**src/verilog/ccrs_defs.svh**
```systemverilog
// Register offsets, field positions and reset values of the core control slave.
// Assumes a 32-bit AXI4-Lite bus with byte addresses and one word per register.
`ifndef CCRS_DEFS_SVH
`define CCRS_DEFS_SVH

// Byte offsets of the registers.
`define CCRS_ADDR_W 8
`define CCRS_OFF_CTRL 8'h00
`define CCRS_OFF_GIE 8'h04
`define CCRS_OFF_IER 8'h08
`define CCRS_OFF_ISR 8'h0c
`define CCRS_OFF_PIN 8'h10
`define CCRS_OFF_PIN_HS 8'h14
`define CCRS_OFF_POUT 8'h18
`define CCRS_OFF_POUT_HS 8'h1c
`define CCRS_OFF_NARR 8'h20
`define CCRS_OFF_WARR 8'h30

// Control register bits.
`define CCRS_CTRL_LAUNCH 0
`define CCRS_CTRL_FINISHED 1
`define CCRS_CTRL_QUIESCENT 2
`define CCRS_CTRL_ACCEPTS 3
`define CCRS_CTRL_PROCEED 4
`define CCRS_CTRL_AUTO 7

// Interrupt source bits, handshake bits.
`define CCRS_IRQ_FINISHED 0
`define CCRS_IRQ_ACCEPTS 1
`define CCRS_HS_VALID 0
`define CCRS_HS_ACK 1

// Array geometry: 8-bit elements packed four to a word, 64-bit elements over two.
`define CCRS_NARR_WORDS 2
`define CCRS_WARR_WORDS 4
`define CCRS_WORD_SEL 3:2

// Reset values.
`define CCRS_RST_WORD 32'h0000_0000
`define CCRS_RST_BIT 1'b0
`define CCRS_RST_ONE 1'b1
`define CCRS_RST_IRQ 2'h0

`endif

```
**src/verilog/ccrs_pkg.sv**
```systemverilog
// Types shared by the core control slave.
// Assumes the constants of ccrs_defs.svh for offsets and fields.
package ccrs_pkg;

    // AXI response codes.
    typedef enum logic [1:0] {
        CCRS_RESP_OKAY = 2'h0,
        CCRS_RESP_DECERR = 2'h3
    } ccrs_resp_t;

    // One bus word.
    typedef logic [31:0] ccrs_word_t;

endpackage

```
**src/verilog/ccrs_slave.sv**
```systemverilog
// AXI4-Lite register slave that launches and watches one compute core.
// Assumes the core shares sys_clk_i and rst_n_i, so its signals need no synchroniser.
// Summary of operation
// - Launch write drives core launch signal.
// - Finished bit reads core finished directly.
// - Quiescent bit reads core idle directly.
// - Accepts bit reads core ready directly.
// - Proceed write pulses core proceed signal.
// - Auto-restart bit set and cleared by software.
// - Auto relaunch on finish, or chained on ready.
// - Input parameter register drives core input.
// - Software write raises input parameter valid.
// - Software write pulses output parameter acknowledge.
// - Output parameter value is readable.
// - Output parameter valid is readable.
// - Input parameter acknowledge is readable.
// - Narrow array elements packed four per word.
// - Wide array elements span consecutive words.
// - Global enable gates the interrupt output.
// - Two sources: finished and accepts input.
// - Each status bit cleared by software write.
// - Enabled sources readable back.
// - Triggered sources readable regardless of output.
//
// The address map and the AXI4-Lite register port were left to the implementer.
`timescale 1ns/1ns
`include "ccrs_defs.svh"

module ccrs_slave
    import ccrs_pkg::*;
#(
    // One selects the chained control protocol for auto-restart.
    parameter bit CHAINED = 1'b0
) (
    // Clock and reset.
    input wire logic sys_clk_i,
    input wire logic rst_n_i,
    // AXI4-Lite write address and data.
    input wire logic s_axi_awvalid_i,
    output logic s_axi_awready_o,
    input wire logic [`CCRS_ADDR_W-1:0] s_axi_awaddr_i,
    input wire logic s_axi_wvalid_i,
    output logic s_axi_wready_o,
    input wire logic [31:0] s_axi_wdata_i,
    input wire logic [3:0] s_axi_wstrb_i,
    // AXI4-Lite write response.
    output logic s_axi_bvalid_o,
    input wire logic s_axi_bready_i,
    output logic [1:0] s_axi_bresp_o,
    // AXI4-Lite read.
    input wire logic s_axi_arvalid_i,
    output logic s_axi_arready_o,
    input wire logic [`CCRS_ADDR_W-1:0] s_axi_araddr_i,
    output logic s_axi_rvalid_o,
    input wire logic s_axi_rready_i,
    output logic [31:0] s_axi_rdata_o,
    output logic [1:0] s_axi_rresp_o,
    // Block-level core control.
    output logic core_launch_o,
    input wire logic core_finished_i,
    input wire logic core_quiescent_i,
    input wire logic core_accepts_input_i,
    output logic core_proceed_o,
    // Scalar input parameter with two-way handshake.
    output logic [31:0] param_in_o,
    output logic param_in_valid_o,
    input wire logic param_in_acknowledge_i,
    // Scalar output parameter with two-way handshake.
    input wire logic [31:0] param_out_i,
    input wire logic param_out_valid_i,
    output logic param_out_acknowledge_o,
    // Arrays held in the register space.
    output logic [63:0] narrow_array_o,
    output logic [127:0] wide_array_o,
    // Interrupt.
    output logic core_irq_o
);

    ////////////////////////////////////////////////////////////////////////////////
    // Functions.
    // Merges a written word into an old one under the byte strobes.
    function automatic ccrs_word_t merge_bytes(input ccrs_word_t old_w,
                                               input ccrs_word_t new_w,
                                               input logic [3:0] strb);
        ccrs_word_t res;
        res = old_w;
        for (int b = 0; b < 4; b++) begin
            if (strb[b]) begin
                res[b*8 +: 8] = new_w[b*8 +: 8];
            end
        end
        return res;
    endfunction

    ////////////////////////////////////////////////////////////////////////////////
    // Declarations.
    logic awready_reg; // Address slot free.
    logic wready_reg; // Data slot free.
    logic bvalid_reg; // Write response pending.
    logic [1:0] bresp_reg; // Write response code.
    logic [`CCRS_ADDR_W-1:0] awaddr_reg; // Captured write address.
    ccrs_word_t wdata_reg; // Captured write data.
    logic [3:0] wstrb_reg; // Captured strobes.
    logic arready_reg; // Read address slot free.
    logic rvalid_reg; // Read data pending.
    logic [1:0] rresp_reg; // Read response code.
    ccrs_word_t rdata_reg; // Read data.
    logic launch_reg; // Core launch level.
    logic proceed_reg; // Core proceed pulse.
    logic auto_reg; // Auto-restart setting.
    logic gie_reg; // Global interrupt enable.
    logic [1:0] ier_reg; // Per-source enables.
    logic [1:0] isr_reg; // Latched sources.
    logic irq_reg; // Interrupt output.
    logic fin_d_reg; // Finished one cycle ago.
    logic acc_d_reg; // Accepts input one cycle ago.
    ccrs_word_t pin_reg; // Input parameter.
    logic pin_vld_reg; // Input parameter valid.
    logic pout_ack_reg; // Output parameter acknowledge pulse.
    ccrs_word_t narr_reg [`CCRS_NARR_WORDS]; // Packed byte array.
    ccrs_word_t warr_reg [`CCRS_WARR_WORDS]; // Wide element array.
    logic wr_go; // Both write halves held, response slot free.
    logic wr_ctrl; // Write to the control register.
    logic wr_isr; // Write to the status register.
    logic [1:0] isr_rise; // Source rising edges.
    logic [1:0] isr_next; // Next status value.
    ccrs_word_t rd_next; // Read data for the read address on the bus input.
    logic rd_bad; // Read address unmapped.
    logic wr_bad; // Write address unmapped.

    assign wr_go = !awready_reg && !wready_reg && !bvalid_reg;
    assign wr_ctrl = wr_go && awaddr_reg == `CCRS_OFF_CTRL && wstrb_reg[0];
    assign wr_isr = wr_go && awaddr_reg == `CCRS_OFF_ISR && wstrb_reg[0];

    ////////////////////////////////////////////////////////////////////////////////
    // Write channels: address and data are taken in any order, then answered.
    always_ff @(posedge sys_clk_i or negedge rst_n_i) begin
        if (!rst_n_i) begin
            awready_reg <= `CCRS_RST_ONE;
            wready_reg <= `CCRS_RST_ONE;
            bvalid_reg <= `CCRS_RST_BIT;
            bresp_reg <= CCRS_RESP_OKAY;
            awaddr_reg <= '0;
            wdata_reg <= `CCRS_RST_WORD;
            wstrb_reg <= '0;
        end else begin
            // Address taken: hold until the response is accepted.
            if (awready_reg && s_axi_awvalid_i) begin
                awready_reg <= `CCRS_RST_BIT;
                awaddr_reg <= s_axi_awaddr_i;
            end
            // Data taken likewise.
            if (wready_reg && s_axi_wvalid_i) begin
                wready_reg <= `CCRS_RST_BIT;
                wdata_reg <= s_axi_wdata_i;
                wstrb_reg <= s_axi_wstrb_i;
            end
            // Both halves in hand: the write lands now and the answer follows.
            if (wr_go) begin
                bvalid_reg <= `CCRS_RST_ONE;
                bresp_reg <= wr_bad ? CCRS_RESP_DECERR : CCRS_RESP_OKAY;
            end else if (bvalid_reg && s_axi_bready_i) begin
                bvalid_reg <= `CCRS_RST_BIT;
                awready_reg <= `CCRS_RST_ONE;
                wready_reg <= `CCRS_RST_ONE;
            end
        end
    end

    // Flags a write address that maps to no register.
    always_comb begin
        wr_bad = 1'b1;
        if (awaddr_reg <= `CCRS_OFF_POUT_HS) begin
            wr_bad = 1'b0;
        end else if (awaddr_reg >= `CCRS_OFF_NARR
                     && awaddr_reg < `CCRS_OFF_NARR + 8'(4 * `CCRS_NARR_WORDS)) begin
            wr_bad = 1'b0;
        end else if (awaddr_reg >= `CCRS_OFF_WARR
                     && awaddr_reg < `CCRS_OFF_WARR + 8'(4 * `CCRS_WARR_WORDS)) begin
            wr_bad = 1'b0;
        end
    end

    ////////////////////////////////////////////////////////////////////////////////
    // Core control: launch, proceed and auto-restart.
    // Launch rises on a software write and on non-chained auto-restart; drops when the core takes it unless chained auto-restart is on.
    always_ff @(posedge sys_clk_i or negedge rst_n_i) begin
        if (!rst_n_i) begin
            launch_reg <= `CCRS_RST_BIT;
            auto_reg <= `CCRS_RST_BIT;
        end else begin
            if (wr_ctrl) begin
                auto_reg <= wdata_reg[`CCRS_CTRL_AUTO];
            end
            if (wr_ctrl && wdata_reg[`CCRS_CTRL_LAUNCH]) begin
                launch_reg <= `CCRS_RST_ONE;
            end else if (auto_reg && !CHAINED && core_finished_i) begin
                launch_reg <= `CCRS_RST_ONE;
            end else if (core_accepts_input_i && !(auto_reg && CHAINED)) begin
                // Chained auto-restart keeps launch up across ready.
                launch_reg <= `CCRS_RST_BIT;
            end
        end
    end

    // Proceed is a one-cycle pulse from software, or follows finished one cycle late while chained and auto.
    always_ff @(posedge sys_clk_i or negedge rst_n_i) begin
        if (!rst_n_i) begin
            proceed_reg <= `CCRS_RST_BIT;
        end else begin
            proceed_reg <= (wr_ctrl && wdata_reg[`CCRS_CTRL_PROCEED])
                           || (CHAINED && auto_reg && core_finished_i);
        end
    end

    ////////////////////////////////////////////////////////////////////////////////
    // Scalar parameters.
    // Input value and valid; valid holds until the core acknowledges.
    always_ff @(posedge sys_clk_i or negedge rst_n_i) begin
        if (!rst_n_i) begin
            pin_reg <= `CCRS_RST_WORD;
            pin_vld_reg <= `CCRS_RST_BIT;
            pout_ack_reg <= `CCRS_RST_BIT;
        end else begin
            if (wr_go && awaddr_reg == `CCRS_OFF_PIN) begin
                pin_reg <= merge_bytes(pin_reg, wdata_reg, wstrb_reg);
            end
            if (wr_go && awaddr_reg == `CCRS_OFF_PIN_HS && wstrb_reg[0]
                && wdata_reg[`CCRS_HS_VALID]) begin
                pin_vld_reg <= `CCRS_RST_ONE;
            end else if (param_in_acknowledge_i) begin
                pin_vld_reg <= `CCRS_RST_BIT;
            end
            // Acknowledge for the output parameter lasts one cycle.
            pout_ack_reg <= wr_go && awaddr_reg == `CCRS_OFF_POUT_HS && wstrb_reg[0]
                            && wdata_reg[`CCRS_HS_ACK];
        end
    end

    ////////////////////////////////////////////////////////////////////////////////
    // Arrays: bytes share a word, wide elements occupy word pairs, low half first.
    always_ff @(posedge sys_clk_i or negedge rst_n_i) begin
        if (!rst_n_i) begin
            for (int i = 0; i < `CCRS_NARR_WORDS; i++) begin
                narr_reg[i] <= `CCRS_RST_WORD;
            end
            for (int i = 0; i < `CCRS_WARR_WORDS; i++) begin
                warr_reg[i] <= `CCRS_RST_WORD;
            end
        end else if (wr_go && !wr_bad) begin
            if (awaddr_reg >= `CCRS_OFF_WARR) begin
                warr_reg[awaddr_reg[`CCRS_WORD_SEL]] <=
                    merge_bytes(warr_reg[awaddr_reg[`CCRS_WORD_SEL]], wdata_reg,
                                wstrb_reg);
            end else if (awaddr_reg >= `CCRS_OFF_NARR) begin
                narr_reg[awaddr_reg[2]] <=
                    merge_bytes(narr_reg[awaddr_reg[2]], wdata_reg, wstrb_reg);
            end
        end
    end

    ////////////////////////////////////////////////////////////////////////////////
    // Interrupts.
    assign isr_rise = {core_accepts_input_i && !acc_d_reg, core_finished_i && !fin_d_reg};

    // A rising source sets its bit even in the cycle software clears it.
    always_comb begin
        isr_next = isr_reg;
        if (wr_isr) begin
            isr_next = isr_reg & ~wdata_reg[1:0];
        end
        isr_next = isr_next | isr_rise;
    end

    // Enables, status and the gated output.
    always_ff @(posedge sys_clk_i or negedge rst_n_i) begin
        if (!rst_n_i) begin
            gie_reg <= `CCRS_RST_BIT;
            ier_reg <= `CCRS_RST_IRQ;
            isr_reg <= `CCRS_RST_IRQ;
            irq_reg <= `CCRS_RST_BIT;
            fin_d_reg <= `CCRS_RST_BIT;
            acc_d_reg <= `CCRS_RST_BIT;
        end else begin
            fin_d_reg <= core_finished_i;
            acc_d_reg <= core_accepts_input_i;
            if (wr_go && awaddr_reg == `CCRS_OFF_GIE && wstrb_reg[0]) begin
                gie_reg <= wdata_reg[0];
            end
            if (wr_go && awaddr_reg == `CCRS_OFF_IER && wstrb_reg[0]) begin
                ier_reg <= wdata_reg[1:0];
            end
            isr_reg <= isr_next;
            irq_reg <= gie_reg && |(ier_reg & isr_reg);
        end
    end

    ////////////////////////////////////////////////////////////////////////////////
    // Read path: decode the address, answer one cycle after it is taken.
    always_comb begin
        rd_next = `CCRS_RST_WORD;
        rd_bad = 1'b0;
        if (s_axi_araddr_i == `CCRS_OFF_CTRL) begin
            rd_next[`CCRS_CTRL_LAUNCH] = launch_reg;
            rd_next[`CCRS_CTRL_FINISHED] = core_finished_i;
            rd_next[`CCRS_CTRL_QUIESCENT] = core_quiescent_i;
            rd_next[`CCRS_CTRL_ACCEPTS] = core_accepts_input_i;
            rd_next[`CCRS_CTRL_AUTO] = auto_reg;
        end else if (s_axi_araddr_i == `CCRS_OFF_GIE) begin
            rd_next[0] = gie_reg;
        end else if (s_axi_araddr_i == `CCRS_OFF_IER) begin
            rd_next[1:0] = ier_reg;
        end else if (s_axi_araddr_i == `CCRS_OFF_ISR) begin
            rd_next[1:0] = isr_reg;
        end else if (s_axi_araddr_i == `CCRS_OFF_PIN) begin
            rd_next = pin_reg;
        end else if (s_axi_araddr_i == `CCRS_OFF_PIN_HS) begin
            rd_next[`CCRS_HS_VALID] = pin_vld_reg;
            rd_next[`CCRS_HS_ACK] = param_in_acknowledge_i;
        end else if (s_axi_araddr_i == `CCRS_OFF_POUT) begin
            rd_next = param_out_i;
        end else if (s_axi_araddr_i == `CCRS_OFF_POUT_HS) begin
            rd_next[`CCRS_HS_VALID] = param_out_valid_i;
        end else if (s_axi_araddr_i >= `CCRS_OFF_NARR
                     && s_axi_araddr_i < `CCRS_OFF_NARR + 8'(4 * `CCRS_NARR_WORDS)) begin
            rd_next = narr_reg[s_axi_araddr_i[2]];
        end else if (s_axi_araddr_i >= `CCRS_OFF_WARR
                     && s_axi_araddr_i < `CCRS_OFF_WARR + 8'(4 * `CCRS_WARR_WORDS)) begin
            rd_next = warr_reg[s_axi_araddr_i[`CCRS_WORD_SEL]];
        end else begin
            rd_bad = 1'b1;
        end
    end

    // Read handshake: one read in flight at a time.
    always_ff @(posedge sys_clk_i or negedge rst_n_i) begin
        if (!rst_n_i) begin
            arready_reg <= `CCRS_RST_ONE;
            rvalid_reg <= `CCRS_RST_BIT;
            rresp_reg <= CCRS_RESP_OKAY;
            rdata_reg <= `CCRS_RST_WORD;
        end else if (arready_reg && s_axi_arvalid_i) begin
            arready_reg <= `CCRS_RST_BIT;
            rvalid_reg <= `CCRS_RST_ONE;
            rdata_reg <= rd_next;
            rresp_reg <= rd_bad ? CCRS_RESP_DECERR : CCRS_RESP_OKAY;
        end else if (rvalid_reg && s_axi_rready_i) begin
            rvalid_reg <= `CCRS_RST_BIT;
            arready_reg <= `CCRS_RST_ONE;
        end
    end

    ////////////////////////////////////////////////////////////////////////////////
    // Outputs, all straight from flip-flops.
    assign s_axi_awready_o = awready_reg;
    assign s_axi_wready_o = wready_reg;
    assign s_axi_bvalid_o = bvalid_reg;
    assign s_axi_bresp_o = bresp_reg;
    assign s_axi_arready_o = arready_reg;
    assign s_axi_rvalid_o = rvalid_reg;
    assign s_axi_rdata_o = rdata_reg;
    assign s_axi_rresp_o = rresp_reg;
    assign core_launch_o = launch_reg;
    assign core_proceed_o = proceed_reg;
    assign param_in_o = pin_reg;
    assign param_in_valid_o = pin_vld_reg;
    assign param_out_acknowledge_o = pout_ack_reg;
    assign narrow_array_o = {narr_reg[1], narr_reg[0]};
    assign wide_array_o = {warr_reg[3], warr_reg[2], warr_reg[1], warr_reg[0]};
    assign core_irq_o = irq_reg;
endmodule

```
**config.mk**
```make
export PLATFORM = sky130hd
export DESIGN_NAME = ccrs_slave
export DESIGN_NICKNAME = d
export VERILOG_FILES = /design/src/verilog/ccrs_pkg.sv /design/src/verilog/ccrs_slave.sv
export VERILOG_INCLUDE_DIRS = /design/src /design/src/verilog
export SDC_FILE = /design/constraint.sdc
export NUM_CORES = 1
export LEC_CHECK = 0
export BUFFER_PORTS_ARGS = -buffer_cell sky130_fd_sc_hd__buf_2
export CORE_MARGIN = 5
export CORE_UTILIZATION = 25
export CTS_CLUSTER_DIAMETER = 60
export DETAILED_ROUTE_END_ITERATION = 10
export PLACE_DENSITY = 0.47
export REMOVE_ABC_BUFFERS = 1
export SYNTH_ARGS = -nofsm -noshare
export SYNTH_HDL_FRONTEND = slang
export SYNTH_SLANG_ARGS = --single-unit
```
**constraint.sdc**
```tcl
create_clock -name sys_clk_i -period 4.1 [get_ports sys_clk_i]
set_input_delay 0.615 -clock sys_clk_i [delete_from_list [all_inputs] [get_ports sys_clk_i]]
set_output_delay 0.615 -clock sys_clk_i [all_outputs]
set_load 0.05 [all_outputs]
```
Yosys cells after proc, flatten, opt, wreduce, memory -nomap -nowiden
Cells that the tools add are included.

Input bits: 96. Word-level logic and storage cells: 234. Output and inout bits: 270. Bits in registers: 322.

Bitwise logic cells: 9. Equal/unequal tests: 13. Reductions and logical operators: 54. Magnitude comparators: 15. Mux-type cells: 111.

Operator list (number): two-way mux 32 bit (30); two-way mux 8 bit (28); binary-select mux 32 bit (select 2 bit) (2); bitwise mux 128 bit (1); two-way mux 30 bit (3); bitwise mux 64 bit (1); demux 32 bit (select 2 bit) (1); two-way mux 31 bit (2); equality test 8 x 5 -> 1 bit (second input constant) (7); logical AND 1 bit (35); two-way mux 1 bit (33); demux 32 bit (select 1 bit) (1); equality test 8 x 4 -> 1 bit (second input constant) (4); greater-or-equal comparator 8 x 6 -> 1 bit (second input constant) (4); two-way mux 24 bit (1); equality test 8 x 3 -> 1 bit (second input constant) (2); logical NOT 8 bit (2); less-than comparator 8 x 6 -> 1 bit (second input constant) (2); less-than comparator 8 x 7 -> 1 bit (second input constant) (2); two-way mux 2 bit (6); AND reduction 2 bit (5); <= comparator 8 x 5 -> 1 bit (second input constant) (1); greater-or-equal comparator 3 bit (second input constant) (2); logical NOT 1 bit (6); other kinds (15) (21).

Depth between registers and ports, before layout
Gate-level depths: netlist of run 1.

Depth after elaboration: 28. Depth in mapped cells: 8. Mapped depth without buffers: 4.

Worst setup path before layout of run 1
OpenSTA, ideal clock, no wires.

Path type: input to register. Start point: in s_axi_araddr_i[2]. End point: reg rdata_reg[11], in the netlist s_axi_rdata_o[11]. Arrival: 2056 ps. Slack: 1903 ps. Stages: 5. Setup time: 141 ps. Data required time: 3959 ps. Buffers on the path: 2. Cell sequence: buf_2 > buf_1 > mux4_2 > a22oi_1 > a31oi_1.

Cells in the longest elaborated chain, start to end: 28. Elaborated cells on any way between the ends: 46. Those cells by class: order compare: 4; eq/ne: 7; mux: 30; bitwise: 2; reduce/logical: 3.

Ends and longest elaborated chain: start: declaration (RTL line ccrs_slave.sv:53) `` input wire logic [`CCRS_ADDR_W-1:0] s_axi_araddr_i, ``; branches (longest 27 deep; another with greater-or-equal comparator 8 x 6 -> 1 bit); two-way mux 24 bit * (RTL line ccrs_slave.sv:303) `` if (s_axi_araddr_i == `CCRS_OFF_CTRL) begin ``; end signal: assignment (RTL line ccrs_slave.sv:341) `` rdata_reg <= `CCRS_RST_WORD; ``; end signal: assignment (RTL line ccrs_slave.sv:345) `rdata_reg <= rd_next;`; end: declaration (RTL line ccrs_slave.sv:107) `ccrs_word_t rdata_reg;`.

Every way passes the cells marked *. The select of a mux whose other input is x is not followed. A chain may end at the register's enable or synchronous reset.

Worst setup path in the final report of run 1
Start point: reg awaddr_reg[2]. End point: reg warr_reg (netlist bit wide_array_o[105]).

Cells in the longest elaborated chain, start to end: 8. Elaborated cells on any way between the ends: 26. Those cells by class: order compare: 7; mux: 12; bitwise: 1; reduce/logical: 6.

Ends and longest elaborated chain: start: declaration (RTL line ccrs_slave.sv:101) `` logic [`CCRS_ADDR_W-1:0] awaddr_reg; ``; start signal: assignment (RTL line ccrs_slave.sv:150) `awaddr_reg <= s_axi_awaddr_i;`; greater-or-equal comparator 8 x 6 -> 1 bit (no line), or another cell as far along; logical AND 1 bit or binary-select mux 32 bit (select 2 bit) (tied branches) (RTL line ccrs_slave.sv:178, ccrs_slave.sv:253); two-way mux 1 bit or two-way mux 32 bit (tied branches) (RTL line ccrs_slave.sv:178, ccrs_slave.sv:253); two-way mux 1 bit or two-way mux 32 bit (tied branches) (RTL line ccrs_slave.sv:175, ccrs_slave.sv:253); two-way mux 1 bit or two-way mux 8 bit (tied branches) (RTL line ccrs_slave.sv:173, ccrs_slave.sv:88); logical NOT 1 bit or two-way mux 8 bit (tied branches) (RTL line ccrs_slave.sv:250, ccrs_slave.sv:251); logical AND 1 bit or two-way mux 8 bit (tied branches) (RTL line ccrs_slave.sv:250) `end else if (wr_go && !wr_bad) begin`; AND reduction 2 bit (no line) or bitwise mux 128 bit (tied branches); end signal: indexed assignment (RTL line ccrs_slave.sv:248) `` warr_reg[i] <= `CCRS_RST_WORD; ``; end signal: indexed assignment (RTL line ccrs_slave.sv:252) `` warr_reg[awaddr_reg[`CCRS_WORD_SEL]] <= ``; end: declaration (RTL line ccrs_slave.sv:121) `` ccrs_word_t warr_reg [`CCRS_WARR_WORDS]; ``.

Parallel ways exist; a longest one is shown, timed or not. The select of a mux whose other input is x is not followed.

==> impl_metrics.sql, run 1 <==
INSERT INTO impl_metrics (metric_group, metric, value, unit) VALUES
('timing', 'worst-slew-pin-transition', '1.04', 'ns'),
('critical_path', 'critical_path.cell_chain', 'buf_4 > nand2_1 > or4_4 > nand2_1 > o21ai_0', ''),
('critical_path', 'crit_buf_inv', '1', ''),
('clocking', 'htree_levels', '2', ''),
('critical_path', 'crit_family', 'simple AND/OR/NAND/NOR gates', ''),
('die', 'die_width', '256', 'microns'),
('timing', 'rsz0062_at_grt', 'false', ''),
('timing', 'final.setup.tns', '0', 'ns'),
('die', 'core_area', '60200', 'sq um'),
('timing', 'setup-violations-final', '0', ''),
('global_routing', 'grt_antenna_before_repair', '2', ''),
('clocking', 'cts_tree', 'done', ''),
('yosys', 'syn_area', '15200', 'sq um'),
('worst_hold_path', 'hp-class', 'input port to async pin', ''),
('yosys', 'synth_area_leaders', 'dfrtp_1 (52%), mux2_2 (13%), mux4_2 (9.7%), o21ai_0 (4.5%), nand2_1 (3.5%)', ''),
('timing', 'final_min_period_over_clock_period', '67.5', '%'),
('yosys', 'synthDistinctLibCells', '49', ''),
('routing', 'routed_via_density', '4.91', ''),
('yosys', 'synth.cells.most_frequent', 'dfrtp_1 (317), mux2_2 (171), nand2_1 (143)', ''),
('clocking', 'hold_buffers', '0', ''),
('yosys', 'synth_top_area_share', '52.3', '%'),
('global_routing', 'grt_pass1_vias', '12500', ''),
('routing', 'first_pass_iters', '5', ''),
('timing', 'max_freq', '0.362', 'GHz'),
('critical_path', 'cell_occurring_most_often_along_the_worst_timing_path', 'nand2_1', ''),
('die', 'design.portCount', '366', ''),
('critical_path', 'timing.critical_path.to_type', 'register', ''),
('timing', 'relSlewSlack', '30.2', '%'),
('place', 'dp.final_hpwl', '40500', 'microns'),
('clocking', 'clock_sink_count', '320', ''),
('die', 'die-height', '256', 'microns'),
('yosys', 'synth.yosys.seq_area_share', '52.8', '%'),
('critical_path', 'critical_path_required', '4.51', 'ns'),
('yosys', 'post-synth-top-area-cell', 'dfrtp_1', ''),
('critical_path', 'cpPeakStageDelay', '0.87', 'ns'),
('power_and_ir_drop', 'p_total', '16000', 'uW'),
('timing', 'fin_crit', '2.77', 'ns'),
('critical_path', 'cp_slowest_cell', 'or4_4', ''),
('die', 'rows', '90', ''),
('power_and_ir_drop', 'power.density', '823', 'nW/um^2'),
('place', 'placement.io_buffers', '365', ''),
('clocking', 'cts_root_buffer', 'clkbuf_16', ''),
('yosys', 'synth_async_sr_flop_share', '100', '%'),
('routing', 'routed_wirelength', '59100', 'microns'),
('global_routing', 'grt_start_max_net_pins', '103', ''),
('routing', 'detailroute.via_count', '11800', ''),
('yosys', 'synth-main-ff-cell', 'dfrtp_1', ''),
('final_layout', 'largest_reg_flops', '128', ''),
('routing', 'routedWlPerCell', '24.5', 'microns'),
('yosys', 'syn-mean-instance-area', '12.2', 'sq um'),
('die', 'dieArea', '65700', 'sq um'),
('timing', 'clock_skew', '0.0247', 'ns'),
('global_routing', 'globalRouteTotalUtil', '17.7', '%'),
('routing', 'drt_drc_violations_left', '0', ''),
('die', 'start_util', '25.2', '%'),
('critical_path', 'r2r-start', 'awaddr_reg[2]', ''),
('yosys', 'synth-warning-count', '0', ''),
('final_layout', 'final_nets', '1689', ''),
('final_layout', 'drive_above_1_share', '44.8', '%'),
('critical_path', 'r2r_setup_slack', '1.33', 'ns'),
('status', 'outcome', 'finished clean', ''),
('clocking', 'cts-buffers-inserted', '44', ''),
('timing', 'final-hold-violation-count', '0', ''),
('yosys', 'synth-seq-cells', '320', ''),
('routing', 'ant_nets', '0', ''),
('critical_path', 'reg2reg_end', 'wide_array_o[105]', ''),
('clocking', 'post_cts_resize_count', '0', ''),
('power_and_ir_drop', 'leakagePower', '0.00929', 'uW'),
('yosys', 'postSynthCellCount', '1246', ''),
('place', 'place.gp.congestion', '0.774', ''),
('job', 'drv_cap', '0', '');
-- worst max-delay path by stage --
stage               slack [ns]               from  cells after the start                 to
finish                    1.33      awaddr_reg[2]                      5  wide_array_o[105]
global route              1.05      awaddr_reg[2]                      5  wide_array_o[121]
CTS                       1.26      awaddr_reg[2]                      5  wide_array_o[105]
detailed placement        1.27      awaddr_reg[2]                      5  wide_array_o[105]
global placement          1.31      awaddr_reg[3]                      4     param_in_o[13]
floorplan                 0.37  s_axi_araddr_i[7]                      4  s_axi_rdata_o[10]
-- layer usage --
layer  vias up  global-route usage (%)  wire length, microns
li1       5307                       -                     -
met1      6072                    23.5                 25600
met2       384                    29.7                 28600
met3        70                    3.97                  3800
met4         0                    4.24                  1090
met5         -                       0                     0
-- cell type report --
cell class,count,area (sq um)
fillers,6085,40800
clock buffers,63,1240
multi-input cells,822,6800
flip-flops and latches,320,8020
clock inverters,17,229
well taps,782,978
diodes,3,7.51
inverters,10,37.5
repair buffers,395,2130
-- placed cells by master (no fill, tap or decap), types with 3 or more instances in the layout --
| master | count |
|---|---|
| buf_2 | 362 |
| nand4_1 | 3 |
| mux2i_1 | 40 |
| dfstp_2 | 3 |
| nor3b_1 | 3 |
| nor2_1 | 36 |
| inv_6 | 6 |
| a21o_1 | 27 |
| diode_2 | 3 |
| a31oi_1 | 33 |
| dfrtp_1 | 315 |
| buf_4 | 27 |
| clkbuf_16 | 45 |
| nor3_2 | 3 |
| mux2_2 | 171 |
| mux2_1 | 5 |
| nand3_1 | 64 |
| inv_1 | 10 |
| nor3_1 | 4 |
| nand2_4 | 8 |
| mux4_2 | 65 |
| clkbuf_1 | 13 |
| nand2_1 | 142 |
| clkbuf_8 | 5 |
| and3b_1 | 3 |
| o22ai_1 | 3 |
| buf_12 | 5 |
| bufinv_16 | 4 |
| a22oi_1 | 32 |
| clkinvlp_4 | 3 |
| nor2b_1 | 5 |
| o21ai_0 | 136 |
-- cells by family (layout without fill, tap and decap cells) --
group / Yosys count / in the layout / synth area share (%)
other cells: 0 / 3 / 0
flops: 320 / 320 / 52.8
buf+inv: 104 / 485 / 2.75
compound gates: 245 / 245 / 9.59
simple gates: 296 / 296 / 9.46
mux: 281 / 281 / 25.4
-- through the flow --
| step | cell area [sq um] | instances | hold slack (ns) | setup slack, ns |
|---|---|---|---|---|
| after floorplan | 14800 | 1152 | 0.319 | 0.372 |
| after global placement | 18000 | 2329 | 0.413 | 1.31 |
| after detailed placement | 18000 | 2329 | 0.418 | 1.27 |
| after CTS | 19400 | 2409 | 0.144 | 1.26 |
| after global routing | 19400 | 2411 | 0.180 | 1.05 |
| final | 19400 | 2412 | 0.119 | 1.33 |
-- power by group --
group | total [uW] | internal (uW) | switching [uW]
clock | 3880 | 2380 | 1500
sequential | 5600 | 4200 | 1400
combinational | 6520 | 1930 | 4590
No activity file was read; power rests on OpenSTA's default activity.
==> run 2: changes to the inputs <==
--- a/config.mk
+++ b/config.mk
@@ -11,7 +11,7 @@
 export CORE_UTILIZATION = 25
 export CTS_CLUSTER_DIAMETER = 60
 export DETAILED_ROUTE_END_ITERATION = 10
-export PLACE_DENSITY = 0.47
+export PLACE_DENSITY = 0.49
 export REMOVE_ABC_BUFFERS = 1
 export SYNTH_ARGS = -nofsm -noshare
 export SYNTH_HDL_FRONTEND = slang
==> constraint.sdc (replaced) <==
create_clock -name sys_clk_i -period 2.5 [get_ports sys_clk_i]
set_input_delay 0.375 -clock sys_clk_i [delete_from_list [all_inputs] [get_ports sys_clk_i]]
set_output_delay 0.375 -clock sys_clk_i [all_outputs]
set_load 0.05 [all_outputs]
==> run 2 against run 1 <==
- sequential share of layout area is 0.76 points lower
- global-route usage is 0.13 points lower
- clock power is 64% higher
- flip-flop and latch count stayed put
- total power is 65% higher
- die area stayed put
- critical path depth stayed put
- routed wire length is 0.90% higher
- clock skew hardly changed
- core utilization is 0.61 points higher
- critical endpoint is now wide_array_o[111]
- largest power group unchanged
- highest routed layer is now met5
==> impl_metrics.sql, run 2 (same netlist as run 1, synthesis figures left out) <==
INSERT INTO impl_metrics (metric_group, metric, value, unit) VALUES
('clocking', 'cts-buffers-inserted', '44', ''),
('critical_path', 'timing.setup.critical_path_class', 'register to register', ''),
('clocking', 'clockBufferDepth', '3', ''),
('power_and_ir_drop', 'irDropWorstVdd', '884', 'uV'),
('routing', 'drt_drc_violations_left', '0', ''),
('die', 'die-height', '256', 'microns'),
('clocking', 'htree_levels', '2', ''),
('die', 'core_area', '60200', 'sq um'),
('place', 'dp.final_hpwl', '41600', 'microns'),
('clocking', 'cts_tree', 'done', ''),
('global_routing', 'globalRouteTotalUtil', '17.6', '%'),
('job', 'drv_cap', '0', ''),
('routing', 'routed_wirelength', '59600', 'microns'),
('routing', 'routed_via_density', '4.96', ''),
('die', 'start_util', '25.2', '%'),
('routing', 'first_pass_iters', '5', ''),
('timing', 'worst-slew-pin-transition', '0.628', 'ns'),
('die', 'design.portCount', '366', ''),
('critical_path', 'timing.critical_path.arrival', '2.58', 'ns'),
('global_routing', 'first_pass_grt_wire_length', '87900', 'microns'),
('timing', 'final-hold-violation-count', '0', ''),
('timing', 'clock_skew', '0.0247', 'ns'),
('place', 'place.gp.congestion', '0.799', ''),
('worst_hold_path', 'hp-class', 'input port to register', ''),
('critical_path', 'setup.worst_path.start_class', 'register', ''),
('final_layout', 'largest_reg_flops', '128', ''),
('timing', 'rsz0062_at_grt', 'false', ''),
('clocking', 'clock_sink_count', '320', ''),
('final_layout', 'area_growth', '30.6', '%'),
('power_and_ir_drop', 'power.density', '1330', 'nW/um^2'),
('place', 'placement.io_buffers', '365', ''),
('timing', 'max_freq', '0.460', 'GHz'),
('timing', 'timing_max_transition_violations_final', '0', ''),
('status', 'outcome', 'finished clean', ''),
('timing', 'fin_crit', '2.17', 'ns'),
('final_layout', 'final_common_cell', 'buf_2', ''),
('routing', 'detailroute.via_count', '12100', ''),
('final_layout', 'final_cell_mix', 'buf_2 (362), dfrtp_1 (315), mux2_2 (171), nand2_1 (142), o21ai_0 (136)', ''),
('timing', 'final_min_period_over_clock_period', '86.9', '%'),
('clocking', 'cts_post_setup_buffers_inserted', '0', ''),
('global_routing', 'grt_antenna_before_repair', '3', ''),
('die', 'die_width', '256', 'microns'),
('critical_path', 'timing.critical_path.to_type', 'register', ''),
('clocking', 'cts.reportedPaths.clkPinSlew', '0.06', 'ns'),
('die', 'dieArea', '65700', 'sq um'),
('clocking', 'cts_root_buffer', 'clkbuf_16', ''),
('routing', 'ant_nets', '0', ''),
('die', 'rows', '90', ''),
('global_routing', 'grt_start_max_net_pins', '77', ''),
('routing', 'routedWlPerCell', '24.4', 'microns'),
('critical_path', 'critical_path.max_fanout', '38', ''),
('final_layout', 'drive_above_1_share', '45.6', '%'),
('global_routing', 'grt_pass1_vias', '12700', ''),
('place', 'dp_slack', '0.346', 'ns'),
('critical_path', 'critical_path_required', '2.91', 'ns'),
('final_layout', 'final_nets', '1719', ''),
('timing', 'relSlewSlack', '58.1', '%'),
('power_and_ir_drop', 'leakagePower', '0.00950', 'uW'),
('routing', 'drtIter0Drc', '663', ''),
('timing', 'timing.final.ws_setup', '0.328', 'ns'),
('power_and_ir_drop', 'p_total', '26400', 'uW'),
('global_routing', 'leftover_overflow_at_the_end_of_global_routing', '0', ''),
('clocking', 'worst_skew_pair.late_latency', '0.57', 'ns'),
('timing', 'setup-violations-final', '0', '');
## run 2: area by class of cell
cell class	instances	area [sq um]
Antenna cell	3	7.51
Clock buffer	65	1300
Clock inverter	17	181
Fill cell	6089	40400
Inverter	10	37.5
Multi-Input combinational cell	822	6790
Sequential cell	320	8020
Tap cell	782	978
Timing Repair Buffer	425	2490
## run 2: worst max-delay path: stages, from the launching register on
cell and delay, ns:
dfstp_2 0.39, or3_4 0.43, or4_2 0.67, buf_4 0.28, nand2_1 0.13, o21ai_0 0.08
## run 2: stage by stage
stage	std cells	utilization [%]	instance area (sq um)	hold slack, ns	setup TNS, ns
floorplan	1152	-	14800	0.0794	-156.33
global placement	2351	30.3	18200	0.382	0
detailed placement	2351	30.3	18200	0.387	0
CTS	2441	32.9	19800	0.00307	0
global route	2442	32.9	19800	0.0220	0
finish	2444	32.9	19800	0.0433	0
## run 2: metal layers
layer	vias to the layer above	global-route usage [%]	wire, microns
met4	2	4.69	1440
met3	95	4.61	4280
met2	444	29.5	28900
li1	5353	-	-
met5	-	0	13
met1	6222	22.7	25000
## run 2: path summary, 6_finish.rpt
check	from	end	slack, ns	cells after the start
min in group asynchronous	rst_n_i	wide_array_o[67]	0.37	2
worst min register to register	acc_d_reg	isr_reg[1]	0.42	1
worst max-delay path	s_axi_awready_o	wide_array_o[111]	0.33	5
max in group asynchronous	rst_n_i	wide_array_o[22]	1.28	3
worst max register to register	s_axi_awready_o	wide_array_o[111]	0.33	5
worst min-delay path	s_axi_bready_i	s_axi_bvalid_o	0.04	2
## run 2: report_power, final
part	total [uW]	leakage (uW)	switching [uW]	internal (uW)
clock	6370	0.000733	2520	3860
combinational	11200	0.00452	7860	3310
sequential	8890	0.00425	1990	6900
total	26400	0.00950	12400	14100
## run 2: repair_timing
action	4_1_cts	5_1_grt
endpoints found under the hold margin	49	0
hold buffers	8	0
resized for setup	0	0
